File: config.mk
export PLATFORM = sky130hd
export DESIGN_NAME = ubrg_top
export DESIGN_NICKNAME = d
export VERILOG_FILES = /design/src/hdl/ubrg_pkg.sv /design/src/hdl/ubrg_prescale.sv /design/src/hdl/ubrg_majority.sv /design/src/hdl/ubrg_top.sv
export SDC_FILE = /design/constraint.sdc
export NUM_CORES = 1
export LEC_CHECK = 0
export ABC_AREA = 1
export BUFFER_PORTS_ARGS = -buffer_cell sky130_fd_sc_hd__buf_2
export CAP_MARGIN = 20
export CORE_MARGIN = 2
export CORE_UTILIZATION = 60
export DETAILED_ROUTE_END_ITERATION = 10
export PLACE_DENSITY = 0.85
export REMOVE_ABC_BUFFERS = 1
export SLEW_MARGIN = 0
export SYNTH_ARGS = -nofsm -noshare
export SYNTH_HDL_FRONTEND = slang
export SYNTH_SLANG_ARGS = --single-unit
File: constraint.sdc
create_clock -name pclk -period 2.9 [get_ports pclk]
set_input_delay 0.29 -clock pclk [delete_from_list [all_inputs] [get_ports pclk]]
set_output_delay 0.29 -clock pclk [all_outputs]
set_load 0.1 [all_outputs]
File: src/hdl/ubrg_pkg.sv
// package: register map, field positions, reset values and timing constants
package ubrg_pkg;

    // register word offsets (byte addresses)
    localparam logic [7:0] ADDR_TX_CTRL   = 8'h00;
    localparam logic [7:0] ADDR_RX_CTRL   = 8'h04;
    localparam logic [7:0] ADDR_BAUD_CTRL = 8'h08;
    localparam logic [7:0] ADDR_DIV_HIGH  = 8'h0C;
    localparam logic [7:0] ADDR_DIV_LOW   = 8'h10;
    localparam logic [7:0] ADDR_STATUS    = 8'h14;

    // serial_transmit_control fields
    localparam int BIT_MASTER_CLOCK = 7;
    localparam int BIT_SYNC_MODE    = 4;
    localparam int BIT_HIGH_SPEED   = 2;
    // serial_receive_control fields
    localparam int BIT_PORT_ENABLE  = 7;
    // baud_control fields
    localparam int BIT_WIDE_DIVISOR = 3;
    localparam logic [7:0] TX_CTRL_WMASK   = 8'hFD;
    localparam logic [7:0] TX_CTRL_SHIFT_EMPTY = 8'h02;
    localparam logic [7:0] RX_CTRL_WMASK   = 8'hF8;
    localparam logic [7:0] BAUD_CTRL_WMASK = 8'h3B;
    localparam logic [7:0] BAUD_CTRL_IDLE  = 8'h40;

    // reset values
    localparam logic [7:0] RST_TX_CTRL   = 8'h00;
    localparam logic [7:0] RST_RX_CTRL   = 8'h00;
    localparam logic [7:0] RST_BAUD_CTRL = 8'h00;
    localparam logic [7:0] RST_DIV       = 8'h00;

    // prescale factors of the rate formulas
    localparam logic [5:0] PRE_64 = 6'h3F;
    localparam logic [5:0] PRE_16 = 6'h0F;
    localparam logic [5:0] PRE_4  = 6'h03;

    // majority sampling: number of samples
    localparam int RX_SAMPLES = 3;

    typedef struct packed {
        logic       port_enable;
        logic       sync_mode;
        logic       master_clock;
        logic       high_speed;
        logic       wide_divisor;
        logic [15:0] divisor;
    } ubrg_cfg_s;

endpackage : ubrg_pkg

File: src/hdl/ubrg_prescale.sv
// prescaler that turns every limit + 1 divisor overflows into one baud tick
`timescale 1ns/1ps
module ubrg_prescale (
    input  wire logic       pclk,
    input  wire logic       presetn,
    input  wire logic       clear,
    input  wire logic       step,
    input  wire logic [5:0] limit,
    output logic            tick
);
    logic [5:0] count;
    wire        at_limit = (count >= limit);

    always_ff @(posedge pclk or negedge presetn) begin
        if (!presetn) begin
            count <= 6'h00;
            tick  <= 1'b0;
        end else if (clear) begin
            count <= 6'h00;
            tick  <= 1'b0;
        end else begin
            tick <= step && at_limit;
            if (step) begin
                count <= at_limit ? 6'h00 : count + 6'h01;
            end
        end
    end
endmodule : ubrg_prescale

File: src/hdl/ubrg_majority.sv
// three-sample majority vote on the receive pin
`timescale 1ns/1ps
module ubrg_majority (
    input  wire logic pclk,
    input  wire logic presetn,
    input  wire logic sample_en,
    input  wire logic receive_pin,
    output logic      level
);
    logic [ubrg_pkg::RX_SAMPLES-1:0] hist;
    wire vote = (hist[0] & hist[1]) | (hist[1] & hist[2]) | (hist[0] & hist[2]);

    always_ff @(posedge pclk or negedge presetn) begin
        if (!presetn) begin
            hist  <= 3'b111;
            level <= 1'b1;
        end else begin
            if (sample_en) begin
                hist <= {hist[1:0], receive_pin};
            end
            level <= vote;
        end
    end
endmodule : ubrg_majority

File: src/hdl/ubrg_top.sv
// baud rate generator with apb registers and receive majority detector
//
// Added by the designer: the APB interface to the registers and the placing of the registers.
`timescale 1ns/1ps
module ubrg_top (
    input  wire logic        pclk,
    input  wire logic        presetn,
    input  wire logic        psel,
    input  wire logic        penable,
    input  wire logic        pwrite,
    input  wire logic [7:0]  paddr,
    input  wire logic [31:0] pwdata,
    output logic      [31:0] prdata,
    output logic             pready,
    output logic             pslverr,
    input  wire logic        receive_pin,
    input  wire logic        ext_shift_clock,
    output logic             baud_tick,
    output logic             shift_clock_tick,
    output logic             receive_level
);
    logic [7:0]          serial_transmit_control;
    logic [7:0]          serial_receive_control;
    logic [7:0]          baud_control;
    logic [7:0]          divisor_high_byte;
    logic [7:0]          divisor_low_byte;
    logic [15:0]         timer;
    logic                ext_clk_d;
    logic                tick_raw;
    logic                rx_level;
    ubrg_pkg::ubrg_cfg_s cfg;

    // apb: one wait state, unmapped addresses answer with pslverr
    wire access   = psel && penable;
    // write lands only at the edge that completes the transfer
    wire wr       = access && pwrite && pready;
    wire hit_tx   = (paddr == ubrg_pkg::ADDR_TX_CTRL);
    wire hit_rx   = (paddr == ubrg_pkg::ADDR_RX_CTRL);
    wire hit_baud = (paddr == ubrg_pkg::ADDR_BAUD_CTRL);
    wire hit_divh = (paddr == ubrg_pkg::ADDR_DIV_HIGH);
    wire hit_divl = (paddr == ubrg_pkg::ADDR_DIV_LOW);
    wire hit_stat = (paddr == ubrg_pkg::ADDR_STATUS);
    wire mapped   = hit_tx | hit_rx | hit_baud | hit_divh | hit_divl | hit_stat;

    function automatic logic [7:0] merge(input logic [7:0] old_v, input logic [7:0] new_v,
                                         input logic [7:0] mask);
        merge = (old_v & ~mask) | (new_v & mask);
    endfunction : merge

    // configuration view
    always_comb begin
        cfg.port_enable  = serial_receive_control[ubrg_pkg::BIT_PORT_ENABLE];
        cfg.sync_mode    = serial_transmit_control[ubrg_pkg::BIT_SYNC_MODE];
        cfg.master_clock = serial_transmit_control[ubrg_pkg::BIT_MASTER_CLOCK];
        cfg.high_speed   = serial_transmit_control[ubrg_pkg::BIT_HIGH_SPEED];
        cfg.wide_divisor = baud_control[ubrg_pkg::BIT_WIDE_DIVISOR];
        // high byte ignored in narrow width
        cfg.divisor      = cfg.wide_divisor ? {divisor_high_byte, divisor_low_byte}
                                            : {8'h00, divisor_low_byte};
    end

    // prescale selection after each timer overflow
    wire [5:0] prescale_limit =
        cfg.sync_mode ? ubrg_pkg::PRE_4 :
        (cfg.wide_divisor ? (cfg.high_speed ? ubrg_pkg::PRE_4 : ubrg_pkg::PRE_16)
                          : (cfg.high_speed ? ubrg_pkg::PRE_16 : ubrg_pkg::PRE_64));

    wire div_write = wr && (hit_divh || hit_divl);
    wire gen_clear = div_write || !cfg.port_enable || (wr && (hit_tx || hit_baud));
    // divisor 0 reloads every cycle, so async rates stay exact down to n = 0
    wire overflow  = (timer >= cfg.divisor);

    // free-running timer on the system clock, no second clock domain
    always_ff @(posedge pclk or negedge presetn) begin
        if (!presetn) begin
            timer <= 16'h0000;
        end else if (gen_clear) begin
            timer <= 16'h0000;
        end else begin
            timer <= overflow ? 16'h0000 : timer + 16'h0001;
        end
    end

    ubrg_prescale u_prescale (
        .pclk    (pclk),
        .presetn (presetn),
        .clear   (gen_clear),
        .step    (overflow),
        .limit   (prescale_limit),
        .tick    (tick_raw)
    );

    // majority of the last three samples, one taken on every overflow while port_enable is set
    ubrg_majority u_majority (
        .pclk        (pclk),
        .presetn     (presetn),
        .sample_en   (overflow && cfg.port_enable),
        .receive_pin (receive_pin),
        .level       (rx_level)
    );

    wire ext_rise  = ext_shift_clock && !ext_clk_d;
    wire is_slave  = cfg.sync_mode && !cfg.master_clock;

    always_ff @(posedge pclk or negedge presetn) begin
        if (!presetn) begin
            ext_clk_d        <= 1'b0;
            baud_tick        <= 1'b0;
            shift_clock_tick <= 1'b0;
            receive_level    <= 1'b1;
        end else begin
            ext_clk_d        <= ext_shift_clock;
            baud_tick        <= tick_raw && cfg.port_enable;
            // slave follows the external clock, master the generator
            shift_clock_tick <= cfg.port_enable && cfg.sync_mode &&
                                (is_slave ? ext_rise : tick_raw);
            receive_level    <= rx_level;
        end
    end

    // register writes
    always_ff @(posedge pclk or negedge presetn) begin
        if (!presetn) begin
            serial_transmit_control <= ubrg_pkg::RST_TX_CTRL;
            serial_receive_control  <= ubrg_pkg::RST_RX_CTRL;
            baud_control            <= ubrg_pkg::RST_BAUD_CTRL;
            divisor_high_byte       <= ubrg_pkg::RST_DIV;
            divisor_low_byte        <= ubrg_pkg::RST_DIV;
        end else if (wr) begin
            if (hit_tx) begin
                serial_transmit_control <= merge(serial_transmit_control, pwdata[7:0],
                                                 ubrg_pkg::TX_CTRL_WMASK);
            end
            if (hit_rx) begin
                serial_receive_control <= merge(serial_receive_control, pwdata[7:0],
                                                ubrg_pkg::RX_CTRL_WMASK);
            end
            if (hit_baud) begin
                baud_control <= merge(baud_control, pwdata[7:0], ubrg_pkg::BAUD_CTRL_WMASK);
            end
            if (hit_divh) begin
                divisor_high_byte <= pwdata[7:0];
            end
            if (hit_divl) begin
                divisor_low_byte <= pwdata[7:0];
            end
        end
    end

    // read mux; transmitter and receiver are elsewhere, so they read idle
    wire [7:0] rd_byte =
        hit_tx   ? (serial_transmit_control | ubrg_pkg::TX_CTRL_SHIFT_EMPTY) :
        hit_rx   ? serial_receive_control :
        hit_baud ? (baud_control | ubrg_pkg::BAUD_CTRL_IDLE) :
        hit_divh ? divisor_high_byte :
        hit_divl ? divisor_low_byte :
        hit_stat ? {7'h00, rx_level} : 8'h00;
    wire [31:0] rd_word = hit_stat ? {timer, 15'h0000, rx_level} : {24'h000000, rd_byte};

    always_ff @(posedge pclk or negedge presetn) begin
        if (!presetn) begin
            prdata  <= 32'h00000000;
            pready  <= 1'b0;
            pslverr <= 1'b0;
        end else begin
            // answer one cycle into the access phase
            pready  <= psel && penable && !pready;
            pslverr <= psel && penable && !pready && !mapped;
            prdata  <= (psel && !pwrite) ? rd_word : 32'h00000000;
        end
    end
endmodule : ubrg_top

==> impl_results.md, run 1 <==
- Average routed wire per standard cell: 14.8 µm
- Violations in the final reports: DRC
- Ratio of cells with drive above 1 in the final layout: 18.1%
- Least-Margin Pin Slew: 0.541 ns
- Hold Path Sink: ext_clk_d$_DFF_PN0_
- Gate count of the mapped netlist: 554
- Fmax: 0.417 GHz
- Max-cap check violation count: 0
- Area of the multi-input gates: 0.00209 mm²
- Clock tree from TritonCTS: done
- Width of the die: 92.4 µm
- # DRC: 2
- Cells on worst reg2reg path: 10
- Number of placement rows: 32
- Number of buffers inserted during clock tree synthesis: 9
- # diodes: 0
- Data required, critical path: 3.13 ns
- Insertion delay of the later-clocked pin in the worst-skew pair: 0.36 ns
- Final hold violation count: 0
- Netlist cell types: 38
- H-tree levels: 3
- Sinks on Clock Net: 90
- Cell types with the highest counts after synthesis: sky130_fd_sc_hd__nand2_1 (131), sky130_fd_sc_hd__dfrtp_1 (85), sky130_fd_sc_hd__inv_1 (54)
- Clk_skew: 0.0112 ns
- Maximum number of pins on one net before global-route repair: 91
- Fillcell total: 618
- CP endpoint kind: register
- Starting density of the core: 61.4%
- Synthesis warning total: 0
- Lkg Pwr: 0.00257 µW
- Kind of path behind the tightest hold check: input pin to register
- Peak fanout along the critical path: 16
- Classification of the worst setup path: register to register
- Wire length of the first global-routing pass: 18,200 µm
- Antenna violations before repair: 0
- Peak VDD IR: 0.000276 V
- Worst hold path startpoint: ext_shift_clock
- Syn_area_per_cell: 8.47 µm²
- Capturing point of the worst reg2reg path: timer[9]$_DFF_PN0_
- Worst R2R Setup Slack: 0.50 ns
- Final clock period utilization by the worst path: 82.7%
- Reg-to-reg startpoint: baud_control[3]$_DFFE_PN0P_
- Leftover overflow at the end of global routing: 0
- Post-route setup TNS: 0 ns
- Outcome: finished with violations
- Cell at the root of the clock tree: sky130_fd_sc_hd__clkbuf_8
- Netlist area before placement: 0.00469 mm²
- Iteration-0 DRC Markers: 215
- Combined global-route utilization of all metal layers: 27.0%
- Detailed-route vias per instance: 5.54
- Unrepaired setup endpoints after global routing: false
- Most common cell in the synthesized netlist: sky130_fd_sc_hd__nand2_1
- Final net count: 677
- Total power per unit cell area: 463 mW/mm²
- Final setup viols: 0
- Smallest setup slack after layout: 0.503 ns
- Weighted congestion reported at the end of routability-driven placement: 0.946
- Port Buffers: 51
- Synth area leaders: sky130_fd_sc_hd__dfrtp_1 (45%), sky130_fd_sc_hd__nand2_1 (10%), sky130_fd_sc_hd__ha_1 (5.9%), sky130_fd_sc_hd__inv_1 (4.3%), sky130_fd_sc_hd__nand3_1 (3.9%)
- Number of synthesized flops with an enable pin: 0
- Portion of the post-synthesis area used by sequential elements: 48.1%
- Worst rel slew slack: 63.9%
- Most frequently used flop master after synthesis: sky130_fd_sc_hd__dfrtp_1
- Via Count: 3,963
- Cell type with the highest aggregate area in the netlist: sky130_fd_sc_hd__dfrtp_1
- Clk buf depth: 2
- Worst setup slack after placement: 0.528 ns
- Final antenna-violating net count: 0
- Number of primary I/O pins: 84
- Nature of the critical path startpoint: register
- Register area: 0.00226 mm²
- Area Overhead vs Synth: 12.1%
- Min Tclk post-route: 2.40 ns
- Post-detailed-routing wire length: 10,600 µm
- Number of register bits inferred by synthesis: 90
- Synth async-reset ratio: 100%
- Proportion of netlist area held by the largest area contributor: 45.3%
- Y dimension of the die: 92.4 µm
- CTS resizes: 0
- Worst endpoint data arrival time: 2.63 ns
- Hold Path Cell Cnt: 1
- DR pass1 iterations: 8
- Clock input transition at the sequential cells of the worst setup and hold paths: 0.09 ns
- Post-detail-place hpwl: 7630 µm
- Slew Viols, Final: 0
- Worst setup path start: baud_control[3]$_DFFE_PN0P_
- Number of global-route vias before repair: 3,911
- Core area: 0.00765 mm²
- Full die area: 0.00854 mm²
- Worst hold slack: 0.0543 ns
## critical path, cell delays in order, from the launching register on
cell and delay (ns):
sky130_fd_sc_hd__dfrtp_1 0.54, sky130_fd_sc_hd__nand2_1 0.10, sky130_fd_sc_hd__ha_1 0.30, sky130_fd_sc_hd__nand2_1 0.06, sky130_fd_sc_hd__inv_2 0.05, sky130_fd_sc_hd__nand3_1 0.08
sky130_fd_sc_hd__nor3_2 0.26, sky130_fd_sc_hd__nand3_2 0.23, sky130_fd_sc_hd__nand3_2 0.27, sky130_fd_sc_hd__buf_4 0.30, sky130_fd_sc_hd__nor3_1 0.07
## power breakdown
| part | switching (µW) | total, µW | internal (µW) |
|---|---|---|---|
| logic | 142 | 173 | 31.6 |
| clock network | 453 | 990 | 537 |
| registers | 6.17 | 1270 | 1270 |
| total | 601 | 2440 | 1830 |
## timing repair
action / 4_1_cts / 5_1_grt
hold buffers: 0 / 1
buffers inserted: 0 / 0
endpoints found under the hold margin: 0 / 36
## through the flow
step | power, µW | std cells | utilization [%] | area [µm²]
6_report | 2440 | 715 | 68.8 | 5260
5_1_grt | 2520 | 715 | 68.8 | 5260
2_1_floorplan | 1400 | 543 | - | 4590
4_1_cts | 2450 | 713 | 68.3 | 5220
3_3_place_gp | 1460 | 697 | 65.2 | 4990
3_5_place_dp | 1470 | 697 | 65.2 | 4990
## logic make-up after synthesis
group	count (synthesis)	share of synthesized area, %
AND/OR/NAND/NOR	271	27.4
flip-flops	90	48.1
buffers and inverters	83	7.92
AO/OA/AOI/OAI	76	8.48
adder cells (fa/ha/maj)	23	6.08
XOR/XNOR	10	1.87
other	1	0.0799
## sequential cells by signal, indices dropped and copies added, names as in the netlist, 3 cells and up
name                     count
divisor_high_byte            8
baud_control                 5
serial_transmit_control      7
prdata                      24
u_prescale.count             6
serial_receive_control       5
divisor_low_byte             8
timer                       16
u_majority.hist              3
## final cells by class
cell class	count	share of cell area, %
clock inverters	5	1.62
well taps	102	2.43
multi-input cells	388	39.7
repair buffers	54	5.76
inverters	65	4.69
flip-flops and latches	90	42.9
clock buffers	11	2.88
## layer usage
layer	share of wire [%]	GRT usage [%]
met1	41	35.0
met2	48	44.2
met3	7.9	5.53
met4	3.2	11.3
met5	0	0
## worst max-delay path by stage
stage / to / slack [ns]
final: timer[9]$_DFF_PN0_ / 0.50
after global routing: u_prescale.count[3]$_DFFE_PN0P_ / 0.32
after CTS: timer[9]$_DFF_PN0_ / 0.51
after detailed placement: timer[3]$_DFF_PN0_ / 0.53
after global placement: timer[9]$_DFF_PN0_ / 0.64
after floorplan: timer[9]$_DFF_PN0_ / 0.72
## cell usage in the layout (no fill, tap or decap), types with 8 or more instances in the layout
master | netlist | layout
sky130_fd_sc_hd__nand2_1 | 131 | 131
sky130_fd_sc_hd__dfrtp_1 | 85 | 85
sky130_fd_sc_hd__inv_1 | 54 | 54
sky130_fd_sc_hd__buf_2 | 1 | 50
sky130_fd_sc_hd__nor2_1 | 43 | 43
sky130_fd_sc_hd__nand3_1 | 37 | 37
sky130_fd_sc_hd__o21ai_1 | 28 | 28
sky130_fd_sc_hd__o21ai_0 | 23 | 23
sky130_fd_sc_hd__ha_1 | 22 | 22
sky130_fd_sc_hd__nor3_1 | 19 | 19
sky130_fd_sc_hd__a21oi_1 | 18 | 18
sky130_fd_sc_hd__nand4_1 | 11 | 11
sky130_fd_sc_hd__nor3_2 | 11 | 11
sky130_fd_sc_hd__clkbuf_8 | 0 | 11
sky130_fd_sc_hd__inv_2 | 9 | 9
sky130_fd_sc_hd__xor2_1 | 9 | 9
sky130_fd_sc_hd__conb_1 | 1 | 8
(Power assumes the default switching activity.)
==> run 2: changes to the inputs <==
--- a/config.mk
+++ b/config.mk
@@ -9,9 +9,9 @@
 export BUFFER_PORTS_ARGS = -buffer_cell sky130_fd_sc_hd__buf_2
 export CAP_MARGIN = 20
 export CORE_MARGIN = 2
-export CORE_UTILIZATION = 60
+export CORE_UTILIZATION = 56
 export DETAILED_ROUTE_END_ITERATION = 10
-export PLACE_DENSITY = 0.85
+export PLACE_DENSITY = 0.8
 export REMOVE_ABC_BUFFERS = 1
 export SLEW_MARGIN = 0
 export SYNTH_ARGS = -nofsm -noshare
==> constraint.sdc (replaced) <==
create_clock -name pclk -period 2.26 [get_ports pclk]
set_input_delay 0.226 -clock pclk [delete_from_list [all_inputs] [get_ports pclk]]
set_output_delay 0.226 -clock pclk [all_outputs]
set_load 0.1 [all_outputs]
==> run 2 against run 1 <==
Against the previous run: the flow now finishes without violations; utilization shrank 4.2 points; largest power group unchanged; die area rose by 6.8%; final cell count grew 1.1%; clock-buffer cell count fell by 2; hold slack better by 0.031 ns; worst setup slack worse by 0.27 ns; total power increased by 21%; global-route usage down 1.2 points; sequential cell count did not move; first-iteration DRC count rose by 61%; via count is 0.28% lower.
==> impl_results.md, run 2 (synthesized netlist as in run 1, its figures left out) <==
- Cell at the root of the clock tree: sky130_fd_sc_hd__clkbuf_8
- Core area: 0.00818 mm²
- Clk_skew: 0.00930 ns
- Lkg Pwr: 0.00258 µW
- Nature of the critical path startpoint: register
- P_sw: 775 µW
- DR pass1 iterations: 5
- Worst R2R Setup Slack: 0.23 ns
- Final hold violation count: 0
- Number of global-route vias before repair: 3,799
- Sequential group share of total power: 55.3%
- Number of buffer and inverter stages on the critical path: 2
- Critical-path top delay cell: sky130_fd_sc_hd__dfrtp_2
- Final setup viols: 0
- Sinks on Clock Net: 90
- # diodes: 0
- H-tree levels: 3
- Internal power component: 2180 µW
- Largest regs: prdata x24, timer x16
- Max-cap check violation count: 0
- Final standard cell utilization of the core: 64.6%
- Number of placement rows: 33
- Maximum number of pins on one net before global-route repair: 44
- Post-detail-place hpwl: 7910 µm
- Combined global-route utilization of all metal layers: 25.8%
- Min Tclk post-route: 2.03 ns
- Register containing the most flip-flops in the final layout: prdata
- Clock tree from TritonCTS: done
- Leading cell type in the layout, fill and taps excluded: sky130_fd_sc_hd__nand2_1
- Proportion of total power due to net switching: 26.3%
- Commonest cells after routing, fill and taps aside: sky130_fd_sc_hd__nand2_1 (131), sky130_fd_sc_hd__dfrtp_1 (84), sky130_fd_sc_hd__inv_1 (54)
- Slew Viols, Final: 0
- Reg-to-reg startpoint: baud_control[3]$_DFFE_PN0P_
- Worst rel slew slack: 63.6%
- Fmax: 0.492 GHz
- Slowest cell delay on critical path: 0.47 ns
- Wire length of the first global-routing pass: 18,100 µm
- Number of buffers inserted during clock tree synthesis: 9
- Worst setup slack after placement: 0.0969 ns
- Area Overhead vs Synth: 12.5%
- Number of primary I/O pins: 84
- Port Buffers: 51
- Clk buf depth: 2
- Fillcell total: 695
- Peak fanout along the critical path: 10
- Weighted congestion reported at the end of routability-driven placement: 0.922
- Setup fix buffers added after clock tree synthesis: 0
- Number of flip-flops under the largest register name: 24
- Iteration-0 DRC Markers: 347
- Full die area: 0.00913 mm²
- Worst hold path startpoint: receive_pin
- Via Count: 3,952
- Final net count: 683
- CP endpoint kind: register
- Leftover overflow at the end of global routing: 0
- Clock input transition at the sequential cells of the worst setup and hold paths: 0.08 ns
- Y dimension of the die: 95.5 µm
- Cell Chain, Critical Path: inv_1 > o21ai_1 > ha_1 > nand2_1 > inv_1 > o21ai_0 > nand3_2 > nor3b_1 > nand3_1 > nand2_1
- Ratio of cells with drive above 1 in the final layout: 18.9%
- Average routed wire per standard cell: 14.8 µm
- Worst endpoint data arrival time: 2.33 ns
- Post-detailed-routing wire length: 10,700 µm
- Final clock period utilization by the worst path: 89.9%
- Sum of internal, switching and leakage power: 2950 µW
- Outcome: finished clean
- Classification of the worst setup path: register to register
- Starting density of the core: 57.4%
- Fraction of power consumed by the clock network: 37.0%
- Total power per unit cell area: 559 mW/mm²
- Worst setup path start: baud_control[3]$_DFFE_PN0P_
- Detailed-route vias per instance: 5.47
- Share of total power in combinational logic: 7.7%
- Top delay family on crit path: simple AND/OR/NAND/NOR gates
- Data required, critical path: 2.56 ns
- Kind of path behind the tightest hold check: input pin to register
- Antenna violations before repair: 0
- Width of the die: 95.5 µm
- Least-Margin Pin Slew: 0.546 ns
- Final antenna-violating net count: 0
- Smallest setup slack after layout: 0.229 ns
- Insertion delay of the later-clocked pin in the worst-skew pair: 0.36 ns
- # DRC: 0
- Peak VDD IR: 0.000427 V
run 2: what timing repair did:
item,4_1_cts,5_1_grt
gates resized for setup,0,3
hold buffers,2,0
endpoints found under the hold margin,42,0
endpoints found under the setup margin,0,13
run 2: worst paths after layout:
kind | endpoint | cells past startpoint
max | u_prescale.count[3]$_DFFE_PN0P_ | 10
min | u_majority.hist[0]$_DFFE_PN1P_ | 3
max reg2reg | u_prescale.count[3]$_DFFE_PN0P_ | 10
min reg2reg | receive_level$_DFF_PN1_ | 0
max in group asynchronous | receive_level$_DFF_PN1_ | 3
min in group asynchronous | timer[5]$_DFF_PN0_ | 2
run 2: per-layer routing:
metal | GRT usage (%) | part of all wire, %
met2 | 41.6 | 48
met4 | 7.50 | 1.6
met1 | 35.3 | 43
met3 | 5.38 | 6.8
met5 | 0 | 0
run 2: metrics by stage:
| stage | instance area (µm²) | hold slack, ns | TNS, ns | cells |
|---|---|---|---|---|
| floorplan | 4590 | -0.0696 | 0 | 543 |
| global placement | 5060 | 0.244 | 0 | 706 |
| detailed placement | 5060 | 0.257 | 0 | 706 |
| CTS | 5270 | 0.0735 | 0 | 723 |
| global route | 5280 | 0.101 | -0.00484 | 723 |
| finish | 5280 | 0.0849 | 0 | 723 |
run 2: power by group through the flow:
stage                     clock [µW]  combinational (µW)  sequential, µW
after CTS                       1100                 229            1630
after floorplan                    0                 112            1690
after global placement             0                 219            1660
final                           1090                 227            1630
after detailed placement           0                 226            1660
after global routing            1180                 246            1630
run 2: cell type report:
cell class              count  area (µm²)  share of cell area, %
clock inverters             6        67.6                   1.28
inverters                  65         246                   4.67
clock buffers               9         124                   2.35
repair buffers             60         355                   6.73
flip-flops and latches     90        2260                   42.8
multi-input cells         388        2090                   39.7
well taps                 105         131                   2.49
run 2: worst min-delay path, delay by kind of cell:
family                 cells  cell delay [ns]
and+or+nand+nor            2             0.12
buffers and inverters      1             0.09
